===== config.mk =====
export PLATFORM = sky130hd
export DESIGN_NAME = pci_interp
export DESIGN_NICKNAME = d
export VERILOG_FILES = /design/src/rtl/pci_fifo.v /design/src/rtl/pci_interp.v
export VERILOG_INCLUDE_DIRS = /design/src /design/src/rtl
export SDC_FILE = /design/constraint.sdc
export NUM_CORES = 1
export LEC_CHECK = 0
export ABC_AREA = 0
export BUFFER_PORTS_ARGS = -buffer_cell sky130_fd_sc_hd__buf_2
export CORE_MARGIN = 8
export CORE_UTILIZATION = 60
export CTS_CLUSTER_DIAMETER = 80
export CTS_CLUSTER_SIZE = 25
export DETAILED_ROUTE_END_ITERATION = 16
export PLACE_DENSITY = 0.87
export SLEW_MARGIN = 25
export SYNTH_ARGS = -nofsm -noshare
export SYNTH_HDL_FRONTEND = slang
export SYNTH_SLANG_ARGS = --single-unit
export TNS_END_PERCENT = 100

===== constraint.sdc =====
create_clock -name core_clk_i -period 14.55 [get_ports core_clk_i]
set_clock_uncertainty 0.15 [all_clocks]
set_input_delay 0.7275 -clock core_clk_i [delete_from_list [all_inputs] [get_ports core_clk_i]]
set_output_delay 0.7275 -clock core_clk_i [all_outputs]
set_load 0.05 [all_outputs]

===== src/rtl/pci_defines.vh =====
// Constants shared by the printer command interpreter design files.
`ifndef PCI_DEFINES_VH
`define PCI_DEFINES_VH
`define PCI_CH_BS      7'h08
`define PCI_CH_HT      7'h09
`define PCI_CH_LF      7'h0A
`define PCI_CH_VT      7'h0B
`define PCI_CH_FF      7'h0C
`define PCI_CH_CR      7'h0D
`define PCI_CH_SO      7'h0E
`define PCI_CH_SI      7'h0F
`define PCI_CH_DC2     7'h12
`define PCI_CH_DC4     7'h14
`define PCI_CH_ESC     7'h1B
`define PCI_CH_SP      7'h20
`define PCI_CH_DEL     7'h7F
`define PCI_CH_ACK     8'h06
`define PCI_CH_NAK     8'h15
`define PCI_CH_3       7'h33
`define PCI_CH_4       7'h34
`define PCI_CH_0       7'h30
`define PCI_CH_1       7'h31
`define PCI_CH_9       7'h39
`define PCI_CH_UA      7'h41
`define PCI_CH_UF      7'h46
`define PCI_CH_UD      7'h44
`define PCI_CH_UM      7'h4D
`define PCI_CH_UP      7'h50
`define PCI_CH_US      7'h53
`define PCI_CH_UU      7'h55
`define PCI_SPOKE_OFS  7'h20
`define PCI_VSI_RESET  7'h08
`define PCI_LPP_SHORT  7'h42
`define PCI_LPP_LONG   7'h48
`define PCI_BOT_SHORT  12'h210
`define PCI_BOT_LONG   12'h240
`define PCI_RMARGIN    12'h624
`define PCI_GFX_HSTEP  7'h01
`define PCI_GFX_VSTEP  7'h01
`define PCI_TBL_LO     16'h0040
`define PCI_TBL_HI     16'h0107
`define PCI_TBL_BYTES  200
`define PCI_FIFO_DEPTH 16
`define PCI_FIFO_AW    4
`endif


===== src/rtl/pci_fifo.v =====
// Parameterised receive FIFO with valid and ready on both sides.
`timescale 1ns/1ps
`default_nettype none
module pci_fifo #(
	parameter WIDTH = 7,
	parameter DEPTH = 16,
	parameter AW    = 4
) (
	// Clock and reset.
	input  wire             core_clk_i,
	input  wire             rst_b_i,
	// Fill side.
	input  wire [WIDTH-1:0] in_data_i,
	input  wire             in_valid_i,
	output wire             in_ready_o,
	// Drain side.
	output wire [WIDTH-1:0] out_data_o,
	output wire             out_valid_o,
	input  wire             out_ready_i
);
	reg [WIDTH-1:0] mem [0:DEPTH-1];
	reg [AW-1:0]    wr_ptr;
	reg [AW-1:0]    rd_ptr;
	reg [AW:0]      count;
	reg             room;
	wire [AW:0]     next_count;
	wire            do_wr;
	wire            do_rd;
	// Ready comes from a flop so the sender never sees a combinational path.
	assign in_ready_o  = room;
	assign out_valid_o = (count != {(AW+1){1'b0}});
	assign out_data_o  = mem[rd_ptr];
	assign do_wr       = in_valid_i & in_ready_o;
	assign do_rd       = out_valid_o & out_ready_i;
	assign next_count  = (do_wr && !do_rd) ? count + 1'b1
		: (do_rd && !do_wr) ? count - 1'b1 : count;
	always @(posedge core_clk_i) begin
		if (do_wr) begin
			mem[wr_ptr] <= in_data_i;
		end
	end
	always @(posedge core_clk_i or negedge rst_b_i) begin
		if (!rst_b_i) begin
			wr_ptr <= {AW{1'b0}};
			rd_ptr <= {AW{1'b0}};
			count  <= {(AW+1){1'b0}};
			room   <= 1'b1;
		end else begin
			if (do_wr) begin
				wr_ptr <= wr_ptr + 1'b1;
			end
			if (do_rd) begin
				rd_ptr <= rd_ptr + 1'b1;
			end
			count <= next_count;
			room  <= (next_count != DEPTH[AW:0]);
		end
	end
endmodule // pci_fifo
`default_nettype wire


===== src/rtl/pci_interp.v =====
// Printer command interpreter: decodes the host stream into motion and print events.
`timescale 1ns/1ps
`default_nettype none
`include "pci_defines.vh"
module pci_interp (
	// Clock and reset.
	input  wire        core_clk_i,
	input  wire        rst_b_i,
	// Received characters from the serial receiver.
	input  wire [6:0]  rx_char_i,
	input  wire        rx_valid_i,
	output wire        rx_ready_o,
	// Control panel and configuration.
	input  wire        panel_lf_i,
	input  wire        panel_ff_i,
	input  wire        page_long_i,
	input  wire        prop_mode_i,
	input  wire [6:0]  horizontal_step_index_i,
	input  wire [6:0]  offset_i,
	input  wire [6:0]  top_margin_line_i,
	// Paper motion command, signed 1/48 inch units.
	output reg         paper_move_o,
	output reg  [11:0] paper_amount_o,
	output reg         paper_reverse_o,
	// Carriage motion command.
	output reg         carr_move_o,
	output reg  [6:0]  carr_amount_o,
	output reg         carr_reverse_o,
	output reg         carr_return_o,
	// Print strike command.
	output reg         strike_o,
	output reg  [6:0]  strike_spoke_o,
	output reg  [2:0]  strike_energy_o,
	// Status and state.
	output reg         graphics_mode_o,
	output reg         program_mode_o,
	output reg         download_mode_o,
	output reg         auto_backward_o,
	output reg         table_downloaded_o,
	output reg  [6:0]  vertical_step_index_o,
	output reg  [6:0]  lines_per_page_o,
	output reg  [11:0] bottom_margin_o,
	output reg  [11:0] right_margin_o,
	output reg  [11:0] left_margin_o,
	output reg  [11:0] vert_pos_o,
	output reg         buffers_clear_o,
	// Reply to host.
	output reg         tx_valid_o,
	output reg  [7:0]  tx_char_o,
	// Downloaded table write port.
	output reg         tbl_we_o,
	output reg  [7:0]  tbl_addr_o,
	output reg  [7:0]  tbl_data_o
);
	localparam ST_IDLE  = 6'b000001;
	localparam ST_ESC   = 6'b000010;
	localparam ST_ESCSO = 6'b000100;
	localparam ST_ESCCR = 6'b001000;
	localparam ST_PROG2 = 6'b010000;
	localparam ST_DL    = 6'b100000;
	localparam RF_START = 3'd0;
	localparam RF_TYPE  = 3'd1;
	localparam RF_COUNT = 3'd2;
	localparam RF_ADDR  = 3'd3;
	localparam RF_DATA  = 3'd4;

	wire [6:0] ch;
	wire       ch_valid;
	reg  [5:0] state;
	reg  [2:0] rf;
	reg        nib_hi;
	reg  [3:0] hi_nib;
	reg  [7:0] cksum;
	reg  [7:0] remain;
	reg  [1:0] addr_cnt;
	reg [15:0] load_addr;
	reg        keep_rec;
	reg        addr_bad;
	reg  [6:0] spoke;
	reg  [3:0] hex_val;
	reg        hex_ok;
	wire [7:0] full_byte;
	wire [6:0] step;
	wire [7:0] next_sum;
	wire [14:0] ff_amount;
	wire [15:0] tbl_offset;

	// The character FIFO is drained every cycle (out_ready_i tied high), so it never holds more than one character.
	pci_fifo #(.WIDTH(7), .DEPTH(`PCI_FIFO_DEPTH), .AW(`PCI_FIFO_AW)) u_fifo (
		.core_clk_i  (core_clk_i),
		.rst_b_i     (rst_b_i),
		.in_data_i   (rx_char_i),
		.in_valid_i  (rx_valid_i),
		.in_ready_o  (rx_ready_o),
		.out_data_o  (ch),
		.out_valid_o (ch_valid),
		.out_ready_i (1'b1)
	);

	always @* begin
		hex_ok  = 1'b1;
		hex_val = 4'h0;
		if (ch >= `PCI_CH_0 && ch <= `PCI_CH_9) begin
			hex_val = ch[3:0];
		end else if (ch >= `PCI_CH_UA && ch <= `PCI_CH_UF) begin
			hex_val = ch[3:0] + 4'h9;
		end else begin
			hex_ok = 1'b0;
		end
	end
	assign full_byte = {hi_nib, hex_val};
	assign next_sum  = cksum + full_byte;
	// Graphics mode fixes the line step at one increment.
	assign step      = graphics_mode_o ? `PCI_GFX_VSTEP : vertical_step_index_o;
	// Form feed is a relative move; the product is cut to the amount's width on purpose.
	assign ff_amount = ({8'h00, lines_per_page_o} + {8'h00, top_margin_line_i})
		* {8'h00, vertical_step_index_o};
	assign tbl_offset = load_addr - `PCI_TBL_LO;

	always @(posedge core_clk_i or negedge rst_b_i) begin
		if (!rst_b_i) begin
			state                 <= ST_IDLE;
			rf                    <= RF_START;
			nib_hi                <= 1'b1;
			hi_nib                <= 4'h0;
			cksum                 <= 8'h00;
			remain                <= 8'h00;
			addr_cnt              <= 2'h0;
			load_addr             <= 16'h0000;
			keep_rec              <= 1'b0;
			addr_bad              <= 1'b0;
			spoke                 <= 7'h00;
			paper_move_o          <= 1'b0;
			paper_amount_o        <= 12'h000;
			paper_reverse_o       <= 1'b0;
			carr_move_o           <= 1'b0;
			carr_amount_o         <= 7'h00;
			carr_reverse_o        <= 1'b0;
			carr_return_o         <= 1'b0;
			strike_o              <= 1'b0;
			strike_spoke_o        <= 7'h00;
			strike_energy_o       <= 3'h0;
			graphics_mode_o       <= 1'b0;
			program_mode_o        <= 1'b0;
			download_mode_o       <= 1'b0;
			auto_backward_o       <= 1'b1;
			table_downloaded_o    <= 1'b0;
			vertical_step_index_o <= `PCI_VSI_RESET;
			lines_per_page_o      <= `PCI_LPP_SHORT;
			bottom_margin_o       <= `PCI_BOT_SHORT;
			right_margin_o        <= `PCI_RMARGIN;
			left_margin_o         <= 12'h000;
			vert_pos_o            <= 12'h000;
			buffers_clear_o       <= 1'b1;
			tx_valid_o            <= 1'b0;
			tx_char_o             <= 8'h00;
			tbl_we_o              <= 1'b0;
			tbl_addr_o            <= 8'h00;
			tbl_data_o            <= 8'h00;
		end else begin
			paper_move_o    <= 1'b0;
			carr_move_o     <= 1'b0;
			carr_return_o   <= 1'b0;
			strike_o        <= 1'b0;
			tx_valid_o      <= 1'b0;
			tbl_we_o        <= 1'b0;
			buffers_clear_o <= 1'b0;
			if (buffers_clear_o) begin
				// Page switch is sampled after reset release and again after the ESC CR P remote reset.
				lines_per_page_o <= page_long_i ? `PCI_LPP_LONG : `PCI_LPP_SHORT;
				bottom_margin_o  <= page_long_i ? `PCI_BOT_LONG : `PCI_BOT_SHORT;
			end
			if (panel_lf_i) begin
				paper_move_o    <= 1'b1;
				paper_amount_o  <= {5'h00, step};
				paper_reverse_o <= 1'b0;
			end else if (panel_ff_i) begin
				paper_move_o    <= 1'b1;
				paper_amount_o  <= ff_amount[11:0];
				paper_reverse_o <= 1'b0;
			end
			if (ch_valid) begin
				case (state)
				ST_IDLE: begin
					if (ch == `PCI_CH_ESC) begin
						state <= ST_ESC;
					end else if (ch == `PCI_CH_LF) begin
						paper_move_o    <= 1'b1;
						paper_amount_o  <= {5'h00, step};
						paper_reverse_o <= 1'b0;
					end else if (ch == `PCI_CH_FF) begin
						// Amount runs one page plus the top margin lines further down, at the unshortened step.
						paper_move_o    <= 1'b1;
						paper_amount_o  <= ff_amount[11:0];
						paper_reverse_o <= 1'b0;
					end else if (ch == `PCI_CH_CR) begin
						graphics_mode_o <= 1'b0;
						carr_return_o   <= 1'b1;
					end else if (ch == `PCI_CH_SI) begin
						program_mode_o <= 1'b0;
					end else if (ch == `PCI_CH_SP || ch == `PCI_CH_BS) begin
						carr_move_o    <= 1'b1;
						carr_amount_o  <= graphics_mode_o ? `PCI_GFX_HSTEP
							: horizontal_step_index_i;
						carr_reverse_o <= (ch == `PCI_CH_BS);
					end else if (program_mode_o && ch > `PCI_CH_SP && ch != `PCI_CH_DEL) begin
						spoke <= ch - `PCI_SPOKE_OFS;
						state <= ST_PROG2;
					end else if (ch > `PCI_CH_SP && ch != `PCI_CH_DEL) begin
						strike_o        <= 1'b1;
						strike_spoke_o  <= ch - `PCI_SPOKE_OFS;
						strike_energy_o <= 3'h0;
						carr_move_o     <= ~graphics_mode_o;
						carr_amount_o   <= horizontal_step_index_i;
						carr_reverse_o  <= 1'b0;
					end
				end
				ST_ESC: begin
					state <= ST_IDLE;
					if (ch == `PCI_CH_LF) begin
						paper_move_o    <= 1'b1;
						paper_amount_o  <= {5'h00, step};
						paper_reverse_o <= 1'b1;
					end else if (ch == `PCI_CH_UU || ch == `PCI_CH_UD) begin
						paper_move_o    <= 1'b1;
						paper_amount_o  <= {6'h00, vertical_step_index_o[6:1]};
						paper_reverse_o <= (ch == `PCI_CH_UD);
					end else if (ch == `PCI_CH_3) begin
						graphics_mode_o <= 1'b1;
					end else if (ch == `PCI_CH_4) begin
						graphics_mode_o <= 1'b0;
					end else if (ch == `PCI_CH_SO) begin
						state <= ST_ESCSO;
					end else if (ch == `PCI_CH_CR) begin
						state <= ST_ESCCR;
					end
				end
				ST_ESCSO: begin
					state <= ST_IDLE;
					if (ch == `PCI_CH_UM) begin
						program_mode_o <= 1'b1;
					end else if (ch == `PCI_CH_DC2) begin
						download_mode_o <= 1'b1;
						rf              <= RF_START;
						state           <= ST_DL;
					end
				end
				ST_ESCCR: begin
					state <= ST_IDLE;
					if (ch == `PCI_CH_UP) begin
						graphics_mode_o       <= 1'b0;
						auto_backward_o       <= 1'b1;
						carr_return_o         <= 1'b1;
						vert_pos_o            <= 12'h000;
						vertical_step_index_o <= `PCI_VSI_RESET;
						left_margin_o         <= 12'h000;
						right_margin_o        <= `PCI_RMARGIN;
						buffers_clear_o       <= 1'b1;
						table_downloaded_o    <= 1'b0;
					end
				end
				ST_PROG2: begin
					// Second character is never checked for a control code here.
					state           <= ST_IDLE;
					strike_o        <= (ch[6:4] != 3'h0);
					strike_spoke_o  <= spoke;
					strike_energy_o <= ch[6:4];
					carr_move_o     <= 1'b1;
					carr_amount_o   <= (prop_mode_i ? {3'h0, ch[3:0]}
						: horizontal_step_index_i) + offset_i;
					carr_reverse_o  <= 1'b0;
				end
				ST_DL: begin
					if (rf == RF_START) begin
						if (ch == `PCI_CH_DC4) begin
							download_mode_o <= 1'b0;
							state           <= ST_IDLE;
						end else if (ch == `PCI_CH_US) begin
							rf <= RF_TYPE;
						end
					end else if (!hex_ok || (rf == RF_TYPE && ch != `PCI_CH_0
						&& ch != `PCI_CH_1 && ch != `PCI_CH_9)) begin
						tx_valid_o         <= 1'b1;
						tx_char_o          <= `PCI_CH_NAK;
						download_mode_o    <= 1'b0;
						table_downloaded_o <= 1'b0;
						state              <= ST_IDLE;
					end else if (rf == RF_TYPE) begin
						keep_rec <= (ch == `PCI_CH_1);
						addr_bad <= 1'b0;
						rf       <= RF_COUNT;
						nib_hi   <= 1'b1;
						cksum    <= 8'h00;
						addr_cnt <= 2'h0;
					end else if (nib_hi) begin
						hi_nib <= hex_val;
						nib_hi <= 1'b0;
					end else begin
						nib_hi <= 1'b1;
						cksum  <= next_sum;
						if (rf == RF_COUNT) begin
							remain <= full_byte;
							rf     <= RF_ADDR;
						end else begin
							remain <= remain - 8'h01;
							if (rf == RF_ADDR) begin
								load_addr <= {load_addr[7:0], full_byte};
								addr_cnt  <= addr_cnt + 2'h1;
								if (addr_cnt == 2'h1) begin
									rf       <= RF_DATA;
									// Only the start is judged here; overruns are caught per byte.
									addr_bad <= ({load_addr[7:0], full_byte} < `PCI_TBL_LO)
										|| ({load_addr[7:0], full_byte} > `PCI_TBL_HI);
								end
							end
							if (remain == 8'h01) begin
								// Last byte is the checksum.
								rf     <= RF_START;
								// Header and end records pass without a reply unless corrupt.
								tx_valid_o <= keep_rec || (next_sum != 8'h00);
								if (next_sum != 8'h00 || (keep_rec && addr_bad)) begin
									tx_char_o          <= `PCI_CH_NAK;
									download_mode_o    <= 1'b0;
									table_downloaded_o <= 1'b0;
									state              <= ST_IDLE;
								end else begin
									tx_char_o <= `PCI_CH_ACK;
									if (keep_rec) begin
										table_downloaded_o <= 1'b1;
									end
								end
							end else if (rf == RF_DATA) begin
								load_addr <= load_addr + 16'h0001;
								if (load_addr > `PCI_TBL_HI) begin
									addr_bad <= 1'b1;
								end else if (keep_rec && !addr_bad) begin
									tbl_we_o   <= 1'b1;
									tbl_addr_o <= tbl_offset[7:0];
									tbl_data_o <= full_byte;
								end
							end
						end
					end
				end
				default: begin
					state <= ST_IDLE;
				end
				endcase
			end
		end
	end
endmodule // pci_interp
`default_nettype wire


==> flow_metrics.tcl, run 1 <==
set metrics [dict create \
    cts_sinks 246 \
    ctsLongestPathBuffers 3 \
    htreeDepth 1 \
    cts_made_buffers 14 \
    start_kind "flop" \
    gp_congestion 0.8854 \
    ys_top_cells_by_area "edfxtp_1 26%, dfrtp_1 25%, buf_4 4.0%" \
    vias 9638 \
    yosys.area.top_type "edfxtp_1" \
    synth_cell_types 90 \
    end_kind "flop" \
    drcViolationCount 0 \
    dpl_cell_area_um2 13510 \
    synth.cell_area_um2 13110 \
    cts_tree "done" \
    pre_cts_ws_ps 7402 \
    clkLatencyLatePin_ps 500 \
    first_global_vias 9443 \
    power_density_nw_per_um2 186.3 \
    diodes 0 \
    synth-warning-count 0 \
    dr.first_iter.drc_count 1102 \
    dp_hpwl_um 22820 \
    cp.arrival_ps 7560 \
    track_usage 0.2319 \
    ir_drop_mv 0.1372 \
    timing.hold.ws_ps 107.0 \
    cp_max_fo 26 \
    syn2layout_area_growth_pct 6.406 \
    grt_overflow 0 \
    worst_slew_pin_slew_ps 1088 \
    timing.rr.start "u_fifo.rd_ptr[0]$_DFFE_PN0N_" \
    post_cts_resized 0 \
    gr-max-usage-layer "met2" \
    antenna_found_initial 1 \
    ant_nets 0 \
    utilization 0.6450 \
    cts_setup_buffers 0 \
    start_util 0.6062 \
    period_share 0.5052 \
    finalPower_mw 2.598 \
    finalCriticalPeriod_ps 7350 \
    ys_ff_latch 246 \
    core-area_um2 21620 \
    wl_um 31760 \
    synthFlopType "dfrtp_1" \
    p_leak_nw 5.919 \
    grt_pass1_wl_um 49870 \
    fp.dieH_um 163.8 \
    met1_usage 0.3156 \
    postSynthAreaPerCell_um2 11.22 \
    crit_start "u_fifo.rd_ptr[0]$_DFFE_PN0N_" \
    register_area_um2 6723 \
    critical_path_class "flop to flop" \
    synthDominantCellAreaShare 0.2566 \
    final_nets 1315 \
    hold_viol 0 \
    cts-root-buf "clkbuf_16" \
    instances_no_fill 1527 \
    required_ps 14760 \
    synth-edff-count 112 \
    fmax_ghz 0.1361 \
    final_layout_size_suffix_gt1_frac 0.1732 \
    rows 54 \
    multi_input_area_um2 5697 \
    synth.most_common_cell "dfrtp_1" \
    maxSlewHeadroom 0.2733 \
    post_drt_via_cell_ratio 6.312 \
    post-place-cells 1503 \
    ios 165 \
    async_flop_share 0.5447 \
    cap_viol_max_count 0 \
    gr-usage-met2 0.3725 \
    grt_max_degree 73 \
    final_area_um2 13950 \
    wl_per_cell_um 20.80 \
    rsz0062_at_grt "false" \
    die_w_um 163.8 \
    run_status "finished clean" \
    synth-seq-area-share 0.5129 \
    clk_pin_slew_ps 100 \
    dieArea_um2 26830 \
    hold_path.class "input pin to async pin" \
    first_pass_iters 7 \
    synth.cells.most_frequent "129 x dfrtp_1, 112 x edfxtp_1, 110 x nand2_1" \
    layout_setup_ws_ps 7200 \
    port_buffers 101 \
    setup_viol 0 \
    grtUsageMet3 0.04687 \
    fill_cells 1620 \
    tns_ps 0 \
    syn_inst 1168 \
    maxSlewViolCount 0 \
    hold_buffers 0 \
]
## area by class of cell
cell class,instances,area share
inverter,43,0.01157
sequential,246,0.4821
tap,280,0.02512
multi-input combinational,824,0.4085
clock buffer,19,0.02647
clock inverter,5,0.004755
timing repair buffer,110,0.04154
## critical path, cell delays in order (launching register included)
cell and delay (ps):
dfrtp_1 340, buf_4 400, mux4_2 580, a22oi_2 210, nand3_2 280, inv_1 260, ha_1 510, o21ai_0 240
o221ai_1 350, o311ai_4 260, nand2b_1 220, a21boi_0 200, inv_1 170, ha_1 180, inv_1 50, fa_1 410
nor2b_1 120, o21ai_0 100, a21boi_0 240, o21ai_0 120, a21boi_0 230, o21ai_0 210, a211o_1 350, a311oi_1 320
or3b_1 320, mux2_1 370
## metal layers
metal / up-vias / share of wire
met3: 88 / 0.11
met2: 574 / 0.46
met4: 2 / 0.027
li1: 4294 / -
met1: 4680 / 0.40
met5: - / 0.00031
## worst paths after layout
kind | endpoint | slack [ps] | cells after the start
max | state[1]$_DFFE_PN0P_ | 7200 | 25
min reg2reg | tx_char_o[2]$_DFFE_PN0P_ | 320 | 1
max in group asynchronous | rf[2]$_DFFE_PN0P_ | 12910 | 2
min in group core_clk_i | bottom_margin_o[4]$_DFFE_PN1P_ | 270 | 2
min | remain[4]$_DFFE_PN0P_ | 110 | 1
max reg2reg | state[1]$_DFFE_PN0P_ | 7200 | 25
## kinds of logic after synthesis
logic type,after synthesis,synth area share
AOI/OAI and AO/OA,283,0.1391
xor gates and xnor gates,24,0.01604
adders and majority gates,41,0.04029
buffers and inverters,159,0.07064
DFF,246,0.5129
muxes,76,0.08525
other,2,0.0005730
and+or+nand+nor,337,0.1352
## state kept, by name, summed over array words and instances, names as in the netlist, 5 cells and up
name            flops
u_fifo.count        5
state               6
carr_amount_o       7
u_fifo.mem        112
tbl_data_o          8
strike_spoke_o      7
tbl_addr_o          8
paper_amount_o     12
cksum               8
remain              8
load_addr          16
spoke               7
## layout by cell type (no fill, tap or decap), types with 10 or more instances in the layout
cell type  netlist  final
nor2b_1         12     12
ha_1            39     39
nor4_1          11     11
nand2b_1        13     13
dfrtp_1        129    129
a31oi_1         13     13
nand2_1        110    110
nor2_1          44     44
and2_1          21     21
xnor2_1         16     16
nand3_1         30     30
mux2_2          31     31
mux4_2          22     22
mux2i_1         16     16
edfxtp_1       112    112
a22o_1          15     15
o21ai_0         95     95
nor3_1          19     18
clkbuf_16        0     14
inv_1           42     42
a22oi_1         13     13
and3_1          12     12
buf_2           12    100
conb_1           2     63
a21oi_1         65     65
o22ai_1         10     10
## power breakdown
group | internal [mW] | total [mW] | switching (mW)
Sequential | 0.812 | 0.871 | 0.0591
Combinational | 0.418 | 1.30 | 0.886
Clock | 0.196 | 0.423 | 0.227
Power figures use the tool's default switching activity.
==> inputs of run 2 (changes only) <==
--- a/config.mk
+++ b/config.mk
@@ -9,11 +9,11 @@
 export ABC_AREA = 0
 export BUFFER_PORTS_ARGS = -buffer_cell sky130_fd_sc_hd__buf_2
 export CORE_MARGIN = 8
-export CORE_UTILIZATION = 60
+export CORE_UTILIZATION = 59
 export CTS_CLUSTER_DIAMETER = 80
 export CTS_CLUSTER_SIZE = 25
 export DETAILED_ROUTE_END_ITERATION = 16
-export PLACE_DENSITY = 0.87
+export PLACE_DENSITY = 0.86
 export SLEW_MARGIN = 25
 export SYNTH_ARGS = -nofsm -noshare
 export SYNTH_HDL_FRONTEND = slang
==> constraint.sdc (replaced) <==
create_clock -name core_clk_i -period 7.1 [get_ports core_clk_i]
set_clock_uncertainty 0.15 [all_clocks]
set_input_delay 0.355 -clock core_clk_i [delete_from_list [all_inputs] [get_ports core_clk_i]]
set_output_delay 0.355 -clock core_clk_i [all_outputs]
set_load 0.05 [all_outputs]
==> run 2 against run 1 <==
Compared with the run above: final area grew 1.2%; global-route usage rose by 0.79 points; via count decreased by 0.19%; register-to-register slack lost 6600 ps; critical path type unchanged; hold slack worse by 78 ps; sequential share of layout area shrank 0.58 points; combinational power increased by 110%.
==> flow_metrics.tcl, run 2 (synthesis results as in run 1) <==
set metrics [dict create \
    cp_max_fo 15 \
    p_leak_nw 5.997 \
    hold_path.class "input pin to flop" \
    clkLatencyLatePin_ps 500 \
    port_buffers 101 \
    final_cell_mix "127 x dfrtp_1, 112 x edfxtp_1, 110 x nand2_1" \
    crit_buf_inv 2 \
    critical_path_class "flop to flop" \
    cts-root-buf "clkbuf_16" \
    grt_pass1_wl_um 51730 \
    diodes 0 \
    ant_nets 0 \
    die_w_um 165.0 \
    multi_input_area_um2 5713 \
    core-area_um2 21820 \
    power_density_nw_per_um2 386.5 \
    register_area_um2 6725 \
    fmax_ghz 0.1541 \
    top_regs "u_fifo.mem: 112 flops, load_addr: 16 flops, paper_amount_o: 12 flops" \
    track_usage 0.2398 \
    utilization 0.6470 \
    post-place-cells 1513 \
    drcViolationCount 0 \
    vias 9620 \
    finalCriticalPeriod_ps 6487 \
    rows 54 \
    required_ps 7330 \
    antenna_found_initial 0 \
    first_pass_iters 5 \
    layout_commonest_cell "dfrtp_1" \
    dp_hpwl_um 23790 \
    tns_ps 0 \
    critical_path.cell_chain "buf_4 > mux4_2 > a22oi_1 > and3_4 > inv_1 > ha_1 > o41ai_2 > o41ai_2 > o21ai_2 > o21ai_0 > o2bb2ai_1 > ha_1 > nor2b_1 > o21ai_0 > a21boi_0 > o21ai_0 > nor3b_1 > o21ai_0 > a211o_1 > a311oi_1 > or3b_4 > mux2_1" \
    grt_overflow 0 \
    dr.first_iter.drc_count 1005 \
    worst_slew_pin_slew_ps 1057 \
    largest_register_ffs 112 \
    cp_slowest_cell "mux4_2" \
    htreeDepth 1 \
    cts_tree "done" \
    fill_cells 1626 \
    first_global_vias 9468 \
    maxSlewHeadroom 0.2926 \
    grt_max_degree 83 \
    dieArea_um2 27240 \
    cts_made_buffers 15 \
    rsz0062_at_grt "false" \
    crit_family "compound AO/OA/AOI/OAI gates" \
    period_share 0.9137 \
    start_kind "flop" \
    regMostFlops "u_fifo.mem" \
    ios 165 \
    setup_viol 0 \
    final_layout_size_suffix_gt1_frac 0.1878 \
    crit_path_max_incr_delay_ps 560 \
    post_drt_via_cell_ratio 6.239 \
    run_status "finished clean" \
    cp.arrival_ps 6720 \
    maxSlewViolCount 0 \
    instances_no_fill 1542 \
    hold_viol 0 \
    cap_viol_max_count 0 \
    wl_um 32690 \
    start_util 0.6006 \
    end_kind "flop" \
    final_nets 1329 \
    crit_path_frequent_cell "o21ai_0" \
    ir_drop_mv 0.2931 \
    wl_per_cell_um 21.20 \
    cts_sinks 246 \
    syn2layout_area_growth_pct 7.733 \
    ctsLongestPathBuffers 3 \
    fp.dieH_um 165.0 \
    gp_congestion 0.9324 \
    clk_pin_slew_ps 100 \
]
==> run 2: stage by stage <==
stage | power (mW) | hold slack, ps | instance area (um2) | setup slack (ps)
after floorplan | 3.849 | -90.59 | 13340 | 1138
after global placement | 4.416 | 188.1 | 13590 | 700.6
after detailed placement | 4.485 | 196.7 | 13600 | 432.4
after CTS | 5.409 | 24.25 | 14090 | 335.2
after global routing | 5.738 | 52.91 | 14120 | 64.40
final | 5.457 | 29.37 | 14120 | 612.6
==> run 2: timing repair <==
item / 4_1_cts / 5_1_grt
endpoints found under the setup margin: 0 / 6
hold endpoints to repair: 52 / 0
buffers inserted: 0 / 0
gates resized for setup: 0 / 7
hold buffers: 2 / 0
==> run 2: worst paths after layout <==
| kind | startpoint | end | slack, ps | depth (start not counted) |
|---|---|---|---|---|
| worst max-delay path | u_fifo.rd_ptr[0]$_DFFE_PN0N_ | state[2]$_DFFE_PN0P_ | 610 | 22 |
| worst min-delay path | top_margin_line_i[6] | paper_amount_o[10]$_DFF_PN0_ | 30 | 3 |
| worst max register to register | u_fifo.rd_ptr[0]$_DFFE_PN0N_ | state[2]$_DFFE_PN0P_ | 610 | 22 |
| worst min register to register | tx_char_o[1]$_DFFE_PN0P_ | tx_char_o[1]$_DFFE_PN0P_ | 330 | 2 |
| max in group asynchronous | rst_b_i | u_fifo.wr_ptr[0]$_DFFE_PN0P_ | 5420 | 3 |
| min in group asynchronous | rst_b_i | tbl_addr_o[3]$_DFFE_PN0P_ | 230 | 2 |
==> run 2: cell type report <==
class	instances	share of cell area
sequential	246	0.4763
multi-input combinational	824	0.4046
timing repair buffer	123	0.04971
clock buffer	20	0.02791
tap	280	0.02481
inverter	43	0.01143
clock inverter	6	0.005228
==> run 2: power breakdown <==
group / switching [mW] / internal, mW / total (mW)
registers: 0.130 / 1.67 / 1.80
logic: 1.81 / 0.939 / 2.75
clock network: 0.495 / 0.415 / 0.910
total: 2.44 / 3.02 / 5.46
==> run 2: worst register-to-register path, cell delays in order (launching register included) <==
cell and delay, ps:
dfrtp_2 480, buf_4 290, mux4_2 560, a22oi_1 280
and3_4 330, inv_1 80, ha_1 210, o41ai_2 390
o41ai_2 160, o21ai_2 200, o21ai_0 170, o2bb2ai_1 310
ha_1 410, nor2b_1 140, o21ai_0 170, a21boi_0 140
o21ai_0 230, nor3b_1 280, o21ai_0 170, a211o_1 350
a311oi_1 310, or3b_4 240, mux2_1 330
==> run 2: per-layer routing <==
metal  global-route usage  wire, um
met5                    0         0
met4              0.05856       523
met3              0.05558      3645
met2               0.3777     15020
met1               0.3315     13510
==> inputs of run 3 (changes only) <==
==> constraint.sdc (replaced) <==
create_clock -name core_clk_i -period 7.1 [get_ports core_clk_i]
set_clock_uncertainty 0.15 [all_clocks]
set_input_delay 0.71 -clock core_clk_i [delete_from_list [all_inputs] [get_ports core_clk_i]]
set_output_delay 0.71 -clock core_clk_i [all_outputs]
set_load 0.05 [all_outputs]
==> run 3 against run 2 <==
Compared with the run above: combinational power barely moved; via count down 0.26%; critical path depth stayed put; die area is the same; highest routed layer unchanged; non-clock buffer count is 2 lower; global-route usage barely moved; sequential power about the same; count of clock-buffer cells in the layout unchanged; sequential cell count did not move.
==> flow_metrics.tcl, run 3 (synthesis results as in run 1) <==
set metrics [dict create \
    run_status "finished clean" \
    hold_viol 0 \
    clkLatencyLatePin_ps 500 \
    grt_max_degree 83 \
    critical_path_class "flop to flop" \
    htreeDepth 1 \
    grt_overflow 0 \
    fmax_ghz 0.1532 \
    power_density_nw_per_um2 386.6 \
    vias 9595 \
    finalCriticalPeriod_ps 6526 \
    required_ps 7330 \
    dieArea_um2 27240 \
    period_share 0.9191 \
    drcViolationCount 0 \
    cts_sinks 246 \
    die_w_um 165.0 \
    fill_cells 1627 \
    dp_hpwl_um 23790 \
    cts_tree "done" \
    hold_buffers 0 \
    start_kind "flop" \
    layout_commonest_cell "dfrtp_1" \
    wl_per_cell_um 21.21 \
    antenna_found_initial 0 \
    grt_pass1_wl_um 51740 \
    crit_path_max_incr_delay_ps 560 \
    tns_ps 0 \
    clk_pin_slew_ps 100 \
    worst_slew_pin_slew_ps 1049 \
    syn2layout_area_growth_pct 7.580 \
    diodes 0 \
    crit_family "compound AO/OA/AOI/OAI gates" \
    cts_made_buffers 15 \
    wl_um 32670 \
    ir_drop_mv 0.2936 \
    end_kind "flop" \
    ant_nets 0 \
    maxSlewHeadroom 0.2983 \
    port_buffers 101 \
    crit_buf_inv 2 \
    cap_viol_max_count 0 \
    fp.dieH_um 165.0 \
    final_cell_mix "127 x dfrtp_1, 112 x edfxtp_1, 110 x nand2_1" \
    dr.first_iter.drc_count 972 \
    first_global_vias 9465 \
    first_pass_iters 5 \
    maxSlewViolCount 0 \
    ctsLongestPathBuffers 3 \
    hold_path.class "input pin to async pin" \
    setup_viol 0 \
    cp_max_fo 15 \
    crit_path_frequent_cell "o21ai_0" \
    post_drt_via_cell_ratio 6.231 \
    final_nets 1327 \
    rows 54 \
    core-area_um2 21820 \
    rsz0062_at_grt "false" \
    cts_setup_buffers 0 \
    ios 165 \
    p_leak_nw 5.989 \
    cp_slowest_cell "mux4_2" \
    top_regs "u_fifo.mem: 112 flops, load_addr: 16 flops, paper_amount_o: 12 flops" \
    start_util 0.6006 \
    regMostFlops "u_fifo.mem" \
    cts-root-buf "clkbuf_16" \
    critical_path.cell_chain "buf_4 > mux4_2 > a22oi_1 > and3_4 > inv_1 > ha_1 > o41ai_2 > o41ai_2 > o21ai_2 > o21ai_0 > o2bb2ai_1 > ha_1 > nor2b_1 > o21ai_0 > a21boi_0 > o21ai_0 > nor3b_1 > o21ai_0 > a211o_1 > a311oi_1 > or3b_4 > mux2_1" \
    gp_congestion 0.9324 \
    timing.hold.ws_ps 18.69 \
    largest_register_ffs 112 \
    track_usage 0.2399 \
    final_layout_size_suffix_gt1_frac 0.1881 \
    cp.arrival_ps 6750 \
]
-- run 3: metal layers --
metal  share of wire  vias up  GRT usage
met4           0.017        0    0.05856
met2            0.46      554     0.3777
met5               0        -          0
met3            0.12       53    0.05583
li1                -     4336          -
met1            0.41     4652     0.3315
-- run 3: path summary, 6_finish.rpt --
check / slack [ps] / to / startpoint / cells after the start
max in group asynchronous: 5630 / strike_spoke_o[3]$_DFFE_PN0P_ / rst_b_i / 2
worst max-delay path: 570 / state[2]$_DFFE_PN0P_ / u_fifo.rd_ptr[0]$_DFFE_PN0N_ / 22
worst min-delay path: 20 / tbl_addr_o[3]$_DFFE_PN0P_ / rst_b_i / 1
min in group core_clk_i: 230 / bottom_margin_o[4]$_DFFE_PN1P_ / page_long_i / 2
worst min register to register: 320 / tx_char_o[1]$_DFFE_PN0P_ / tx_char_o[1]$_DFFE_PN0P_ / 2
worst max register to register: 570 / state[2]$_DFFE_PN0P_ / u_fifo.rd_ptr[0]$_DFFE_PN0N_ / 22
-- run 3: through the flow --
stage	area, um2	util	power, mW	worst slack [ps]	std cells
floorplan	13340	-	3.849	1138	1229
global placement	13590	0.6228	4.416	700.6	1512
detailed placement	13600	0.6231	4.485	432.4	1513
CTS	14070	0.6445	5.408	335.2	1539
global route	14100	0.6461	5.737	64.40	1540
finish	14100	0.6461	5.451	574.5	1540
-- run 3: cell type report --
cell class / instances / area, um2 / area share
Clock buffer: 20 / 394.1 / 0.02795
Clock inverter: 6 / 73.82 / 0.005236
Inverter: 43 / 161.4 / 0.01145
Multi-Input combinational cell: 824 / 5713 / 0.4052
Sequential cell: 246 / 6725 / 0.4770
Tap cell: 280 / 350.3 / 0.02485
Timing Repair Buffer: 121 / 681.9 / 0.04836
-- run 3: power breakdown --
part	switching [mW]	internal [mW]	leakage [nW]	total [mW]
clock	0.495	0.415	0.226	0.910
sequential	0.131	1.67	2.80	1.80
combinational	1.81	0.939	2.97	2.74
-- run 3: repair_timing --
action	CTS	global route
hold endpoints to repair	0	0
endpoints found under the setup margin	0	6
resized for setup	0	7
